[config.mk]
export PLATFORM = sky130hd
export DESIGN_NAME = sarsc_ctrl
export DESIGN_NICKNAME = d
export VERILOG_FILES = /design/src/hw/sarsc_pkg.sv /design/src/hw/sarsc_ctrl.sv /design/src/hw/sarsc_result_mem.sv
export SDC_FILE = /design/constraint.sdc
export NUM_CORES = 1
export LEC_CHECK = 0
export ABC_AREA = 0
export BUFFER_PORTS_ARGS = -buffer_cell sky130_fd_sc_hd__buf_4
export CORE_MARGIN = 10
export CORE_UTILIZATION = 53
export CTS_CLUSTER_DIAMETER = 60
export DETAILED_ROUTE_END_ITERATION = 12
export PLACE_DENSITY = 0.75
export RECOVER_POWER = 25
export SLEW_MARGIN = 20
export SYNTH_ARGS = -nofsm -noshare
export SYNTH_HDL_FRONTEND = slang
export SYNTH_SLANG_ARGS = --single-unit
[constraint.sdc]
create_clock -name ref_clk -period 6.9 [get_ports ref_clk]
set_input_delay 0.345 -clock ref_clk [delete_from_list [all_inputs] [get_ports ref_clk]]
set_output_delay 0.345 -clock ref_clk [all_outputs]
set_load 0.03 [all_outputs]
[src/hw/sarsc_pkg.sv]
package sarsc_pkg;

  // ****************************************
  // register map (byte addresses)
  // ****************************************
  localparam logic [7:0] OFF_CTRL1 = 8'h00;
  localparam logic [7:0] OFF_CTRL2 = 8'h04;
  localparam logic [7:0] OFF_CTRL3 = 8'h08;
  localparam logic [7:0] OFF_INSEL = 8'h0c;
  localparam logic [7:0] OFF_SCAN = 8'h10;
  localparam logic [1:0] BUF_PAGE = 2'h1;
  localparam logic [15:0] RST_WORD = 16'h0000;
  localparam logic [15:0] INSEL_MASK = 16'h1f1f;

  // ****************************************
  // field positions
  // ****************************************
  localparam int C1_ON = 15;
  localparam int C1_TRIGGER_SOURCE_SELECT = 5;
  localparam int C1_AUTO_SAMPLE_START = 2;
  localparam int C1_SAMPLE_ENABLE_BIT = 1;
  localparam int C1_DONE = 0;
  localparam int C2_REFERENCE_CONFIG = 13;
  localparam int C2_CSCNA = 10;
  localparam int C2_BUFS = 7;
  localparam int C2_SEQUENCES_PER_INTERRUPT = 2;
  localparam int C2_BUFFER_SPLIT_MODE = 1;
  localparam int C2_ALTERNATE_INPUTS = 0;
  localparam int C3_AUTO_SAMPLE_TIME = 8;
  localparam int C3_RC = 7;
  localparam int C3_DIV = 0;
  localparam int IS_POS_A = 0;
  localparam int IS_NEG_A = 4;
  localparam int IS_POS_B = 8;
  localparam int IS_NEG_B = 12;

  // ****************************************
  // trigger codes and timing
  // ****************************************
  localparam logic [2:0] TRIG_SW = 3'h0;
  localparam logic [2:0] TRIG_EXT = 3'h1;
  localparam logic [2:0] TRIG_TMR = 3'h2;
  localparam logic [2:0] TRIG_PWM = 3'h3;
  localparam logic [2:0] TRIG_AUTO = 3'h7;
  localparam int RES_BITS = 12;
  localparam int BUF_DEPTH = 16;
  localparam logic [3:0] CONV_PERIODS = 4'he;
  localparam logic [3:0] CONV_LAST = CONV_PERIODS - 4'h1;
  localparam logic [3:0] HALF_BASE = 4'h8;
  // instruction cycle is two ref_clk cycles, so one divisor step is one ref_clk cycle
  localparam int TCY_CYCLES = 2;

  typedef enum logic [2:0] {
    ST_IDLE = 3'b001,
    ST_SAMPLE = 3'b010,
    ST_CONVERT = 3'b100
  } sarsc_state_t;

  typedef struct packed {
    sarsc_state_t state;
    logic on;
    logic [2:0] trigger_source_select;
    logic auto_sample_start;
    logic sample_enable_bit;
    logic done;
    logic [2:0] reference_config;
    logic cscna;
    logic [3:0] sequences_per_interrupt;
    logic buffer_split_mode;
    logic alternate_inputs;
    logic bufs;
    logic [4:0] auto_sample_time;
    logic rc_clock_select;
    logic [5:0] conv_clock_divisor;
    logic [15:0] insel;
    logic [15:0] scan_sel;
    logic [5:0] tad_cnt;
    logic [3:0] bit_cnt;
    logic [4:0] sample_enable_bit_cnt;
    logic [3:0] seq_cnt;
    logic [3:0] wr_idx;
    logic alt_b;
    logic [3:0] scan_pos;
    logic sh_connect;
    logic conv_active;
    logic sar_start;
    logic bit_clk;
    logic irq;
    logic [3:0] mux_pos;
    logic mux_neg;
    logic ref_hi_ext;
    logic ref_lo_ext;
    logic buf_we;
    logic [3:0] buf_waddr;
    logic [11:0] buf_wdata;
  } sarsc_state_s_t;

endpackage

[src/hw/sarsc_ctrl.sv]
// Implementation choices: the address map and the strobed register port.
`timescale 1ns/10ps
module sarsc_ctrl (
  // clock and reset
  input wire logic ref_clk,
  input wire logic rst_n,
  // register port
  input wire logic [7:0] reg_addr,
  input wire logic [15:0] reg_wdata,
  input wire logic reg_wr,
  input wire logic reg_rd,
  output logic [15:0] reg_rdata,
  // trigger sources and rc oscillator tick
  input wire logic ext_int_edge,
  input wire logic timer_compare,
  input wire logic pwm_interval,
  input wire logic rc_tick,
  // analog front end
  input wire logic [11:0] sar_result,
  output logic sample_connect,
  output logic [3:0] mux_pos,
  output logic mux_neg,
  output logic sar_start,
  output logic sar_bit_clk,
  output logic conv_active,
  output logic upper_ref_ext,
  output logic lower_ref_ext,
  // event
  output logic converter_irq_flag
);

  sarsc_pkg::sarsc_state_s_t st;
  sarsc_pkg::sarsc_state_s_t nx;
  logic tick;
  logic trig;
  logic [15:0] rd_word;

  // ****************************************
  // helpers
  // ****************************************
  // lowest selected input above cur, else lowest selected input
  function automatic logic [3:0] next_scan(input logic [15:0] mask, input logic [3:0] cur);
    logic [3:0] lo;
    logic [3:0] hi;
    logic found;
    lo = 4'h0;
    hi = 4'h0;
    found = 1'b0;
    for (int i = 15; i >= 0; i--) begin
      if (mask[i]) begin
        lo = 4'(i);
        if (i > int'(cur)) begin
          hi = 4'(i);
          found = 1'b1;
        end
      end
    end
    return found ? hi : lo;
  endfunction

  // ****************************************
  // next state
  // ****************************************
  always_comb begin
    nx = st;
    tick = 1'b0;
    trig = 1'b0;
    nx.sar_start = 1'b0;
    nx.bit_clk = 1'b0;
    nx.irq = 1'b0;
    nx.buf_we = 1'b0;
    if (reg_wr) begin
      case (reg_addr)
        sarsc_pkg::OFF_CTRL1: begin
          nx.on = reg_wdata[sarsc_pkg::C1_ON];
          nx.trigger_source_select = reg_wdata[sarsc_pkg::C1_TRIGGER_SOURCE_SELECT +: 3];
          nx.auto_sample_start = reg_wdata[sarsc_pkg::C1_AUTO_SAMPLE_START];
          nx.sample_enable_bit = reg_wdata[sarsc_pkg::C1_SAMPLE_ENABLE_BIT];
          nx.done = st.done & reg_wdata[sarsc_pkg::C1_DONE];
        end
        sarsc_pkg::OFF_CTRL2: begin
          nx.reference_config = reg_wdata[sarsc_pkg::C2_REFERENCE_CONFIG +: 3];
          nx.cscna = reg_wdata[sarsc_pkg::C2_CSCNA];
          nx.sequences_per_interrupt = reg_wdata[sarsc_pkg::C2_SEQUENCES_PER_INTERRUPT +: 4];
          nx.buffer_split_mode = reg_wdata[sarsc_pkg::C2_BUFFER_SPLIT_MODE];
          nx.alternate_inputs = reg_wdata[sarsc_pkg::C2_ALTERNATE_INPUTS];
        end
        sarsc_pkg::OFF_CTRL3: begin
          nx.auto_sample_time = reg_wdata[sarsc_pkg::C3_AUTO_SAMPLE_TIME +: 5];
          nx.rc_clock_select = reg_wdata[sarsc_pkg::C3_RC];
          nx.conv_clock_divisor = reg_wdata[sarsc_pkg::C3_DIV +: 6];
        end
        sarsc_pkg::OFF_INSEL: nx.insel = reg_wdata & sarsc_pkg::INSEL_MASK;
        sarsc_pkg::OFF_SCAN: nx.scan_sel = reg_wdata;
        default: ;
      endcase
    end
    // conversion clock period
    if (!st.on) begin
      nx.tad_cnt = 6'h00;
    end else if (st.rc_clock_select) begin
      tick = rc_tick;
      nx.tad_cnt = 6'h00;
    end else if (st.tad_cnt == st.conv_clock_divisor) begin
      tick = 1'b1;
      nx.tad_cnt = 6'h00;
    end else begin
      nx.tad_cnt = st.tad_cnt + 6'h01;
    end
    case (st.trigger_source_select)
      sarsc_pkg::TRIG_EXT: trig = ext_int_edge;
      sarsc_pkg::TRIG_TMR: trig = timer_compare;
      sarsc_pkg::TRIG_PWM: trig = pwm_interval;
      sarsc_pkg::TRIG_AUTO: trig = (st.sample_enable_bit_cnt >= st.auto_sample_time);
      default: trig = 1'b0;
    endcase
    unique case (st.state)
      sarsc_pkg::ST_IDLE: begin
        if (nx.on && (nx.sample_enable_bit || nx.auto_sample_start)) begin
          nx.state = sarsc_pkg::ST_SAMPLE;
          nx.sample_enable_bit = 1'b1;
          nx.sample_enable_bit_cnt = 5'h00;
        end
      end
      sarsc_pkg::ST_SAMPLE: begin
        if (tick && st.sample_enable_bit_cnt != 5'h1f) begin
          nx.sample_enable_bit_cnt = st.sample_enable_bit_cnt + 5'h01;
        end
        if (trig || (st.trigger_source_select == sarsc_pkg::TRIG_SW && !nx.sample_enable_bit)) begin
          nx.state = sarsc_pkg::ST_CONVERT;
          nx.sample_enable_bit = 1'b0;
          nx.done = 1'b0;
          nx.sar_start = 1'b1;
          nx.bit_cnt = 4'h0;
          nx.tad_cnt = 6'h00;
        end else if (!nx.sample_enable_bit) begin
          nx.state = sarsc_pkg::ST_IDLE;
        end
      end
      sarsc_pkg::ST_CONVERT: begin
        if (tick) begin
          nx.bit_clk = 1'b1;
          if (st.bit_cnt == sarsc_pkg::CONV_LAST) begin
            nx.buf_we = 1'b1;
            nx.buf_waddr = st.wr_idx;
            nx.buf_wdata = sar_result;
            nx.done = 1'b1;
            if (st.seq_cnt == st.sequences_per_interrupt) begin
              nx.irq = 1'b1;
              nx.seq_cnt = 4'h0;
              nx.bufs = st.buffer_split_mode & ~st.bufs;
              nx.wr_idx = (st.buffer_split_mode && !st.bufs) ? sarsc_pkg::HALF_BASE : 4'h0;
              nx.scan_pos = next_scan(st.scan_sel, 4'hf);
            end else begin
              nx.seq_cnt = st.seq_cnt + 4'h1;
              nx.wr_idx = st.wr_idx + 4'h1;
              if (!st.alt_b) begin
                nx.scan_pos = next_scan(st.scan_sel, st.scan_pos);
              end
            end
            nx.alt_b = st.alternate_inputs & ~st.alt_b;
            if (st.auto_sample_start) begin
              nx.sample_enable_bit = 1'b1;
              nx.sample_enable_bit_cnt = 5'h00;
              nx.state = sarsc_pkg::ST_SAMPLE;
            end else begin
              nx.state = sarsc_pkg::ST_IDLE;
            end
          end else begin
            nx.bit_cnt = st.bit_cnt + 4'h1;
          end
        end
      end
      default: nx.state = sarsc_pkg::ST_IDLE;
    endcase
    if (!nx.on) begin
      nx.state = sarsc_pkg::ST_IDLE;
      nx.seq_cnt = 4'h0;
      nx.wr_idx = 4'h0;
      nx.bufs = 1'b0;
      nx.alt_b = 1'b0;
      nx.scan_pos = next_scan(nx.scan_sel, 4'hf);
    end
    nx.sh_connect = (nx.state == sarsc_pkg::ST_SAMPLE);
    nx.conv_active = (nx.state == sarsc_pkg::ST_CONVERT);
    if (nx.alt_b) begin
      nx.mux_pos = nx.insel[sarsc_pkg::IS_POS_B +: 4];
      nx.mux_neg = nx.insel[sarsc_pkg::IS_NEG_B];
    end else begin
      nx.mux_pos = nx.cscna ? nx.scan_pos : nx.insel[sarsc_pkg::IS_POS_A +: 4];
      nx.mux_neg = nx.insel[sarsc_pkg::IS_NEG_A];
    end
    nx.ref_hi_ext = (nx.reference_config == 3'h1) || (nx.reference_config == 3'h3);
    nx.ref_lo_ext = (nx.reference_config == 3'h2) || (nx.reference_config == 3'h3);
  end

  always_ff @(posedge ref_clk or negedge rst_n) begin
    if (!rst_n) begin
      st <= '0;
      st.state <= sarsc_pkg::ST_IDLE;
    end else begin
      st <= nx;
    end
  end

  // ****************************************
  // register read and result buffer
  // ****************************************
  always_comb begin
    rd_word = sarsc_pkg::RST_WORD;
    case (reg_addr)
      sarsc_pkg::OFF_CTRL1: rd_word = {st.on, 7'h00, st.trigger_source_select, 2'h0, st.auto_sample_start, st.sample_enable_bit, st.done};
      sarsc_pkg::OFF_CTRL2: rd_word = {st.reference_config, 2'h0, st.cscna, 2'h0, st.bufs, 1'b0, st.sequences_per_interrupt, st.buffer_split_mode, st.alternate_inputs};
      sarsc_pkg::OFF_CTRL3: rd_word = {3'h0, st.auto_sample_time, st.rc_clock_select, 1'b0, st.conv_clock_divisor};
      sarsc_pkg::OFF_INSEL: rd_word = st.insel;
      sarsc_pkg::OFF_SCAN: rd_word = st.scan_sel;
      default: rd_word = sarsc_pkg::RST_WORD;
    endcase
  end

  sarsc_result_mem u_mem (
    .ref_clk(ref_clk),
    .rst_n(rst_n),
    .wr_en(st.buf_we),
    .wr_addr(st.buf_waddr),
    .wr_data(st.buf_wdata),
    .rd_en(reg_rd),
    .rd_mem(reg_addr[7:6] == sarsc_pkg::BUF_PAGE),
    .rd_addr(reg_addr[5:2]),
    .bypass_data(rd_word),
    .rd_data(reg_rdata)
  );

  assign sample_connect = st.sh_connect;
  assign mux_pos = st.mux_pos;
  assign mux_neg = st.mux_neg;
  assign sar_start = st.sar_start;
  assign sar_bit_clk = st.bit_clk;
  assign conv_active = st.conv_active;
  assign upper_ref_ext = st.ref_hi_ext;
  assign lower_ref_ext = st.ref_lo_ext;
  assign converter_irq_flag = st.irq;

  // ****************************************
  // checks
  // ****************************************
  logic [4:0] chk_ticks;
  logic [4:0] chk_seqs;
  always_ff @(posedge ref_clk or negedge rst_n) begin
    if (!rst_n) begin
      chk_ticks <= 5'h00;
      chk_seqs <= 5'h00;
    end else begin
      chk_ticks <= st.sar_start ? 5'h00 : (chk_ticks + {4'h0, st.bit_clk});
      if (st.irq || !st.on) begin
        chk_seqs <= 5'h00;
      end else if (st.buf_we) begin
        chk_seqs <= chk_seqs + 5'h01;
      end
    end
  end

  chk_conv_periods: assert property (@(posedge ref_clk) disable iff (!rst_n)
    st.buf_we |-> st.bit_clk && chk_ticks + 5'h01 == 5'(sarsc_pkg::CONV_PERIODS)) else $error("conversion not 14 periods");
  chk_hold_open: assert property (@(posedge ref_clk) disable iff (!rst_n)
    conv_active |-> !sample_connect) else $error("sample-hold connected while converting");
  chk_done_set: assert property (@(posedge ref_clk) disable iff (!rst_n)
    st.buf_we |-> st.done && !conv_active) else $error("done not set on completion");
  chk_irq_count: assert property (@(posedge ref_clk) disable iff (!rst_n)
    converter_irq_flag |-> chk_seqs == {1'b0, st.sequences_per_interrupt}) else $error("interrupt at wrong sequence count");
  chk_auto_resample: assert property (@(posedge ref_clk) disable iff (!rst_n)
    st.buf_we && st.auto_sample_start && st.on |-> sample_connect && st.sample_enable_bit) else $error("no resample after conversion");
  chk_ref_select: assert property (@(posedge ref_clk) disable iff (!rst_n)
    upper_ref_ext == (st.reference_config == 3'h1 || st.reference_config == 3'h3)
    && lower_ref_ext == (st.reference_config == 3'h2 || st.reference_config == 3'h3)) else $error("reference select wrong");
  chk_rc_clock: assert property (@(posedge ref_clk) disable iff (!rst_n)
    sar_bit_clk && $past(st.rc_clock_select) |-> $past(rc_tick)) else $error("bit clock without rc tick");
  chk_div_bound: assert property (@(posedge ref_clk) disable iff (!rst_n)
    st.on && !st.rc_clock_select && $stable(st.conv_clock_divisor) |-> st.tad_cnt <= st.conv_clock_divisor) else $error("divisor count overrun");
  chk_ext_trigger: assert property (@(posedge ref_clk) disable iff (!rst_n)
    st.state == sarsc_pkg::ST_SAMPLE && st.trigger_source_select == sarsc_pkg::TRIG_EXT && ext_int_edge && st.on
    && !reg_wr |=> conv_active && sar_start) else $error("external trigger missed");
  chk_idx_reset: assert property (@(posedge ref_clk) disable iff (!rst_n)
    converter_irq_flag |-> st.wr_idx == (st.bufs ? sarsc_pkg::HALF_BASE : 4'h0)) else $error("index not reset");
  chk_off_idle: assert property (@(posedge ref_clk) disable iff (!rst_n)
    !st.on |-> !conv_active && !sample_connect) else $error("active while off");

endmodule

[src/hw/sarsc_result_mem.sv]
`timescale 1ns/10ps
module sarsc_result_mem (
  // clock and reset
  input wire logic ref_clk,
  input wire logic rst_n,
  // write port
  input wire logic wr_en,
  input wire logic [3:0] wr_addr,
  input wire logic [11:0] wr_data,
  // read port
  input wire logic rd_en,
  input wire logic rd_mem,
  input wire logic [3:0] rd_addr,
  input wire logic [15:0] bypass_data,
  output logic [15:0] rd_data
);

  logic [11:0] mem [sarsc_pkg::BUF_DEPTH];

  always_ff @(posedge ref_clk) begin
    if (wr_en) begin
      mem[wr_addr] <= wr_data;
    end
  end

  // read word is the buffer entry or the register word, always from this flop
  always_ff @(posedge ref_clk or negedge rst_n) begin
    if (!rst_n) begin
      rd_data <= sarsc_pkg::RST_WORD;
    end else if (rd_en) begin
      rd_data <= rd_mem ? {4'h0, mem[rd_addr]} : bypass_data;
    end else begin
      rd_data <= sarsc_pkg::RST_WORD;
    end
  end

endmodule

==> results of run 1 <==
-- critical path, delay by kind of cell --
| kind | cells | cell delay [ns] |
|---|---|---|
| buffers and inverters | 3 | 3.39 |
-- metal layers --
metal / global-route usage / vias up
li1: - / 4090
met1: 0.265 / 4648
met2: 0.356 / 361
met3: 0.0343 / 60
met4: 0.0545 / 0
met5: 0 / -
-- cells in the final DEF (no fill, tap or decap), types with 6 or more instances in the layout --
cell type,count
inv_1,19
dlygate4sd3_1,13
mux4_2,60
nand4_1,9
nor2b_1,8
nor4_1,7
nand2_1,83
a21oi_1,28
clkinv_2,6
nand3_1,19
mux2_2,52
nor3_1,17
xnor2_1,9
a221oi_1,6
a222oi_1,6
o21ai_0,36
mux2i_1,15
a211oi_1,7
and2_1,7
clkbuf_1,11
nor2_1,74
a22oi_1,8
o22a_1,11
clkbuf_16,31
ha_1,12
nor3b_1,7
o31ai_1,7
nand2b_1,9
edfxtp_1,192
xor2_1,7
buf_4,84
dfrtp_1,131
a21o_1,6
-- power by group --
group	switching, uW	internal (uW)	total, uW
sequential	75.7	2070	2140
clock	717	926	1640
combinational	178	133	311
-- area by class of cell --
class	count	share of cell area
flip-flops and latches	324	0.549
multi-input cells	622	0.313
clock buffers	46	0.0534
repair buffers	100	0.0476
well taps	341	0.0258
clock inverters	10	0.00606
inverters	21	0.00477
diodes	1	0.000151
-- kinds of logic after synthesis --
group,count (synthesis),synth area share
adders and majority gates,12,0.0103
muxes,129,0.145
and+or+nand+nor,286,0.0999
DFF,324,0.623
AOI/OAI and AO/OA,179,0.0885
xor gates and xnor gates,16,0.00962
buffers and inverters,76,0.0240
-- how the worst max path moves through the flow --
stage | depth (start not counted) | from | slack, ns | to
after floorplan | 9 | st[48]$_DFFE_PN0P_ | 4.59 | mux_pos[2]$_DFF_PN0_
after global placement | 8 | reg_addr[2] | 3.56 | mux_pos[1]$_DFF_PN0_
after detailed placement | 8 | reg_addr[2] | 3.47 | mux_pos[1]$_DFF_PN0_
after CTS | 7 | st[94]$_DFFE_PN0P_ | 3.89 | sample_connect$_DFF_PN0_
after global routing | 3 | rst_n | 3.21 | upper_ref_ext$_DFF_PN0_
final | 3 | rst_n | 3.69 | u_mem.rd_data[7]$_DFF_PN0_
-- state kept, by name, indices dropped and copies added, names as in the netlist, 4 cells and up --
register	cells
u_mem.mem	192
u_mem.rd_data	16
st	104
mux_pos	4
-- stage by stage --
step | std cells | utilization | setup WS [ns] | hold WS (ns)
final | 1465 | 0.611 | 3.69 | 0.0396
after global routing | 1465 | 0.611 | 3.21 | 0.0426
after CTS | 1464 | 0.611 | 3.89 | 0.0280
after detailed placement | 1395 | 0.569 | 3.47 | 0.340
after global placement | 1395 | 0.569 | 3.56 | 0.336
after floorplan | 1022 | - | 4.59 | 0.0494
==> flow_summary.toml, run 1 <==
[routing]
viasPerCell = 6.25
drtAntennaViolNets = 0
drtIter0Drc = 987
totalWireLength_mm = 35.1
met1Wirelength_mm = 14.2
drc = 0
highest_layer = "met4"
via_count = 9159
wl_met2_mm = 17.6
drtPass1Iterations = 5
wl_per_cell_microns = 24.0
wl_met3_mm = 2.44

[grt]
grt_start_max_net_pins = 83
grt_pass1_wl_mm = 54.7
grt-ovfl-total = 0
grt_pass1_vias = 9471
grt_usage = 0.206
antenna_found_initial = 1

[power_and_ir_drop]
ir_drop_mv = 0.287
power_leakage_uw = 0.00589
power_density_nw_per_um2 = 248
power.total_uw = 4100

[clock_tree]
clock_latency_ns = 0.58
cts-buffers-inserted = 31
tritoncts = "done"
postCtsSetupBuffers = 0
holdBufCountCts = 13
cts_root_buffer = "clkbuf_16"
htreeDepth = 1
clock_path_buffers = 3
cts_resized = 0
cts_sinks = 324
clkTransAtPathRegs_ns = 0.07

[timing]
rsz0062_at_grt = "false"
worst_pin_slew_ns = 3.04
hold_viol_final = 0
slew_headroom = -1.02
post-route-min-period_ns = 3.21
max_freq_mhz = 312
finalClockSkew_ns = 0.0133
fin_setup_tns_ns = 0
setup_viol = 0
fin_crit_sh = 0.465
maxSlewViolCount = 52

[setup_path]
rr_startpoint = "st[32]$_DFF_PN0_"
path_class = "input pin to asynchronous set/reset pin"
r2r_cells = 7
crit_fanout = 82
critPathMaxStageDelay_ns = 2.14
cp-end-kind = "asynchronous set/reset pin"
critPathSlowestCell = "clkbuf_1"
arrival_ns = 3.83
path_cells = "dlygate4sd3_1 -> clkbuf_1 -> buf_6"
crit_path_start_kind = "input pin"
r2r-end = "mux_pos[1]$_DFF_PN0_"
required_ns = 7.52
r2r_setup_slack_ns = 4.06

[run]
drv_cap = 1

[cells_and_area]
fillerInstances = 2056
final-seq-area_sq_um = 9070
drive_above_1_share = 0.244
layout.nets = 1156
area_growth_pct = 13.5
fin_area_sq_um = 16500
multi_input_area_sq_um = 5180

[floorplan]
die_h_microns = 186
coreArea_sq_um = 27000
die_w_microns = 186
start_util = 0.539
die_area_sq_um = 34500
ioPinCount = 72
rows = 60

[synth]
synth_nets = 1078
synth_edf_count = 192
ys_ff_latch = 324
yosysMostFrequentCell = "edfxtp_1"
async_reset_ff_frac = 0.407
ys_warn_count = 0
synth_ff_type = "edfxtp_1"
netlist_area_sq_um = 14600
synth_top_area_frac = 0.396
ys_seq_area_frac = 0.623
synth.distinct_cells = 88
synth_common_cells = "192 x edfxtp_1, 131 x dfrtp_1, 83 x nand2_1, 75 x nor2_1, 60 x mux4_2"
yosys.area.top_type = "edfxtp_1"
syn_inst = 1022
avgSynthCellArea_sq_um = 14.2
synthTopCellsByArea = "edfxtp_1 40%, dfrtp_1 23%, mux4_2 9.3%, mux2_2 4.0%, nand2_1 2.1%"

[run_status]
status = "finished, violations left"
violations = "capacitance limit, slew limit"

[min_path]
min_from = "reg_wdata[6]"
min_path_cells = 2
worstHoldEndpoint = "st[63]$_DFF_PN0_"
hp-class = "input pin to flip-flop"

[placement]
hpwl_mm = 23.9
gp_congestion = 0.960
dpl_cell_area_sq_um = 15400
io_buffers = 71
Note: power is estimated with default switching activity, not from simulation.
==> inputs of run 2 (changes only) <==
clock period = 3.2 ns   (was 6.9 ns; I/O delays follow)
==> run 2 against run 1 <==
The run still ends with capacitance limit, slew limit left. Global-route usage rose by 0.81 points. First-iteration DRC count increased by 5.0%. Clock power is 150% higher. Critical path depth increased by 4. Wire length up 4.1%. Final cell count up 2.9%.
==> flow_summary.toml, run 2 (same netlist as run 1, synthesis figures left out) <==
[clock_tree]
cts_sinks = 324
cts_root_buffer = "clkbuf_16"
clock_latency_ns = 0.53
clock_path_buffers = 3
cts-buffers-inserted = 36
clkTransAtPathRegs_ns = 0.06
holdBufCountCts = 28
cts_resized = 0
tritoncts = "done"
htreeDepth = 2
postCtsSetupBuffers = 0

[placement]
io_buffers = 71
gp_congestion = 0.952
hpwl_mm = 24.4
placed_cells = 1413

[cells_and_area]
layout_commonest_cell = "edfxtp_1"
layout.nets = 1194
final_cell_mix = "192 x edfxtp_1, 131 x dfrtp_1, 102 x buf_4, 83 x nand2_1, 75 x nor2_1"
finalCoreUtilization = 0.629
final-seq-area_sq_um = 9070
multi_input_area_sq_um = 5160
fillerInstances = 1978
largest_register_ffs = 192
top_register = "u_mem.mem"
area_growth_pct = 16.8
fin_cells = 1508
reg.largest.list = "u_mem.mem (192), st (104), u_mem.rd_data (16)"
drive_above_1_share = 0.254

[floorplan]
die_area_sq_um = 34500
die_w_microns = 186
rows = 60
start_util = 0.539
ioPinCount = 72
coreArea_sq_um = 27000
die_h_microns = 186

[routing]
wl_per_cell_microns = 24.3
drtPass1Iterations = 6
drtIter0Drc = 1036
viasPerCell = 6.27
totalWireLength_mm = 36.6
drc = 0
drtAntennaViolNets = 0
via_count = 9462

[setup_path]
critPathMaxStageDelay_ns = 0.83
crit_path_start_kind = "flip-flop"
critPathSlowestCell = "dfrtp_1"
crit_fanout = 22
cp-end-kind = "flip-flop"
cp_top_family = "simple AND/OR/NAND/NOR gates"
path_class = "flip-flop to flip-flop"
path_cells = "and2b_1 -> o2bb2ai_2 -> or3_4 -> or2_4 -> o211a_1 -> or4_4 -> a41oi_2"
required_ns = 3.64
arrival_ns = 3.22
cp.buffers_inverters = 0

[timing]
worst_pin_slew_ns = 2.45
fin_setup_tns_ns = 0
fin_crit_sh = 0.870
hold_viol_final = 0
slew_headroom = -0.634
max_freq_mhz = 359
finalClockSkew_ns = 0.0172
maxSlewViolCount = 94
post-route-min-period_ns = 2.78
setup_viol = 0
rsz0062_at_grt = "false"

[power_and_ir_drop]
ir_drop_mv = 0.480
power_leakage_uw = 0.00615
power.total_uw = 9410
power_density_nw_per_um2 = 553

[grt]
grt-ovfl-total = 0
grt_usage = 0.214
antenna_found_initial = 0
grt_start_max_net_pins = 95
grt_pass1_wl_mm = 56.5
grt_pass1_vias = 9558

[run_status]
violations = "capacitance limit, slew limit"
status = "finished, violations left"

[run]
drv_cap = 1

[min_path]
hp-class = "input pin to flip-flop"
==> run 2: cell types whose count changed in the layout (fill, tap and decap cells not counted), sizes merged <==
cell         previous run  this run
buf                    86       104
bufinv                  1         2
clkbuf                 47        57
clkinv                  6         4
dlygate4sd3            13        28
inv                    24        25
==> run 2: through the flow <==
stage / setup WS, ns / hold slack [ns] / area, sq um
global placement: 0.472 / 0.318 / 15600
CTS: 0.446 / 0.0430 / 17000
floorplan: 0.889 / -0.136 / 14600
global route: 0.352 / 0.0797 / 17000
finish: 0.416 / 0.0675 / 17000
detailed placement: 0.460 / 0.330 / 15600
==> run 2: final cells by class <==
type | count | area share
Clock inverter | 10 | 0.00809
Multi-Input combinational cell | 622 | 0.303
Antenna cell | 1 | 0.000147
Clock buffer | 56 | 0.0610
Inverter | 21 | 0.00464
Sequential cell | 324 | 0.533
Tap cell | 341 | 0.0251
Timing Repair Buffer | 133 | 0.0642
==> run 2: worst min-delay path: stages <==
cell	delay (ns)
buf_4	0.10
inv_1	0.11
o21ai_0	0.18
==> run 2: per-layer routing <==
| layer | vias to the layer above | wire length [microns] | global-route usage |
|---|---|---|---|
| li1 | 4189 | - | - |
| met1 | 4791 | 14600 | 0.273 |
| met2 | 403 | 18600 | 0.365 |
| met3 | 79 | 2340 | 0.0359 |
| met4 | 0 | 1070 | 0.0726 |
| met5 | - | 0 | 0 |
==> run 2: path summary, 6_finish.rpt <==
check / start / end / cells after the start / slack, ns
max: st[32]$_DFF_PN0_ / mux_pos[1]$_DFF_PN0_ / 7 / 0.42
min: reg_wdata[5] / st[115]$_DFFE_PN0P_ / 3 / 0.07
max reg2reg: st[32]$_DFF_PN0_ / mux_pos[1]$_DFF_PN0_ / 7 / 0.42
min reg2reg: st[51]$_DFF_PN0_ / st[51]$_DFF_PN0_ / 1 / 0.51
max in group asynchronous: rst_n / st[72]$_DFF_PN0_ / 2 / 0.83
min in group asynchronous: rst_n / st[43]$_DFFE_PN0P_ / 2 / 0.90
==> run 2: power by group <==
group          switching [uW]  internal (uW)  total (uW)
logic                     398            310         707
clock network            1650           2430        4070
registers                 164           4460        4630
==> inputs of run 3 (changes only) <==
==> constraint.sdc (replaced) <==
create_clock -name ref_clk -period 3.2 [get_ports ref_clk]
set_input_delay 0.64 -clock ref_clk [delete_from_list [all_inputs] [get_ports ref_clk]]
set_output_delay 0.64 -clock ref_clk [all_outputs]
set_load 0.03 [all_outputs]
==> run 3 against run 2 <==
The flow still finishes with violations (capacitance limit, slew limit). Clock skew rose by 0.0030 ns. Clock power grew 3%. Utilization is 0.69 points lower. Maximum frequency is 1.3% lower. Design area fell by 1.1%. Critical path type unchanged. Largest cell class unchanged. Highest routed layer unchanged.
==> flow_summary.toml, run 3 (same netlist as run 1, synthesis figures left out) <==
[cells_and_area]
reg.largest.list = "u_mem.mem (192), st (104), u_mem.rd_data (16)"
multi_input_area_sq_um = 5160
final-seq-area_sq_um = 9070
finalCoreUtilization = 0.622
top_register = "u_mem.mem"
diodes = 0
final_cell_mix = "192 x edfxtp_1, 131 x dfrtp_1, 106 x buf_4, 83 x nand2_1, 75 x nor2_1"
layout_commonest_cell = "edfxtp_1"
layout.nets = 1171
fin_area_sq_um = 16800
drive_above_1_share = 0.269
largest_register_ffs = 192
fillerInstances = 2011
area_growth_pct = 15.5

[clock_tree]
cts-buffers-inserted = 36
clock_path_buffers = 3
htreeDepth = 2
cts_sinks = 324
clkTransAtPathRegs_ns = 0.06
postCtsSetupBuffers = 0
cts_root_buffer = "clkbuf_16"
clock_latency_ns = 0.53
holdBufCountCts = 0
tritoncts = "done"
cts_resized = 0

[routing]
drtPass1Iterations = 6
viasPerCell = 6.35
drc = 0
drtAntennaViolNets = 0
wl_per_cell_microns = 24.1
totalWireLength_mm = 35.7
via_count = 9412
drtIter0Drc = 1095

[floorplan]
rows = 60
coreArea_sq_um = 27000
ioPinCount = 72
start_util = 0.539
die_h_microns = 186
die_area_sq_um = 34500
die_w_microns = 186

[grt]
grt_start_max_net_pins = 76
grt_pass1_vias = 9488
grt-ovfl-total = 0
grt_usage = 0.209
grt_pass1_wl_mm = 55.5
antenna_found_initial = 0

[timing]
fin_ws_ns = 0.379
worst_pin_slew_ns = 2.14
hold_viol_final = 0
fin_setup_tns_ns = 0
slew_headroom = -0.430
setup_viol = 0
max_freq_mhz = 354
post-route-min-period_ns = 2.82
rsz0062_at_grt = "false"
maxSlewViolCount = 75
finalClockSkew_ns = 0.0202
hold_ws_ns = 0.301
fin_crit_sh = 0.882

[setup_path]
crit_fanout = 22
cp-end-kind = "flip-flop"
crit_start = "st[32]$_DFF_PN0_"
r2r_setup_slack_ns = 0.38
path_class = "flip-flop to flip-flop"
critical_path.endpoint = "mux_pos[1]$_DFF_PN0_"
crit_path_start_kind = "flip-flop"
required_ns = 3.64
arrival_ns = 3.26
rr_startpoint = "st[32]$_DFF_PN0_"
r2r-end = "mux_pos[1]$_DFF_PN0_"
r2r_cells = 7

[power_and_ir_drop]
ir_drop_mv = 0.615
power_leakage_uw = 0.00609
power_density_nw_per_um2 = 565

[run]
drv_cap = 1

[placement]
io_buffers = 71
gp_congestion = 0.947
hpwl_mm = 24.1
dpl_cell_area_sq_um = 15600
pre_cts_slack_ns = 0.206

[run_status]
violations = "capacitance limit, slew limit"
status = "finished, violations left"

[min_path]
hp-class = "input pin to flip-flop"
[run 3: cell types whose count changed in the layout (fill, tap and decap cells not counted)]
cell / before / now
buf_12: 2 / 3
buf_4: 102 / 106
clkbuf_1: 15 / 8
clkbuf_8: 4 / 8
clkinv_2: 4 / 5
clkinvlp_4: 0 / 1
diode_2: 1 / 0
dlygate4sd3_1: 28 / 0
inv_6: 2 / 0
inv_8: 0 / 2
[run 3: power breakdown]
part	internal (uW)	leakage (uW)	switching [uW]	total (uW)
logic	289	0.00235	388	677
clock network	2510	0.000603	1680	4190
registers	4460	0.00313	164	4630
total	7260	0.00609	2230	9490
[run 3: area by class of cell]
cell class | count | area share
clock buffers | 53 | 0.0634
repair buffers | 110 | 0.0512
flip-flops and latches | 324 | 0.539
multi-input cells | 622 | 0.307
well taps | 341 | 0.0254
clock inverters | 12 | 0.00923
inverters | 21 | 0.00469
[run 3: per-layer routing]
| layer | GRT usage | routed length [microns] |
|---|---|---|
| met5 | 0 | 0 |
| met4 | 0.0584 | 865 |
| met3 | 0.0324 | 2650 |
| met2 | 0.354 | 17800 |
| met1 | 0.274 | 14500 |
[run 3: worst max-delay path: stages (launching register included)]
cell and delay, ns:
dfrtp_1 0.81, and2b_1 0.28, o2bb2ai_2 0.15, or3_4 0.43
or2_4 0.25, o211a_1 0.12, or4_4 0.50, a41oi_2 0.19
[run 3: worst min-delay path by stage]
stage / startpoint / end / slack [ns] / cells after the start
5_1_grt: sar_result[0] / st[0]$_DFFE_PN0P_ / 0.30 / 3
3_3_place_gp: st[37]$_DFFE_PN0P_ / st[15]$_DFFE_PN0P_ / 0.49 / 2
2_1_floorplan: rst_n / conv_active$_DFF_PN0_ / 0.34 / 0
3_5_place_dp: st[37]$_DFFE_PN0P_ / st[15]$_DFFE_PN0P_ / 0.50 / 2
6_report: sar_result[11] / st[11]$_DFFE_PN0P_ / 0.30 / 3
4_1_cts: rst_n / u_mem.rd_data[4]$_DFF_PN0_ / 0.19 / 1
[run 3: through the flow]
stage               std cells  power, uW
floorplan                1022       5130
global placement         1418       5360
detailed placement       1418       5370
CTS                      1483       9560
global route             1483       9810
finish                   1483       9490
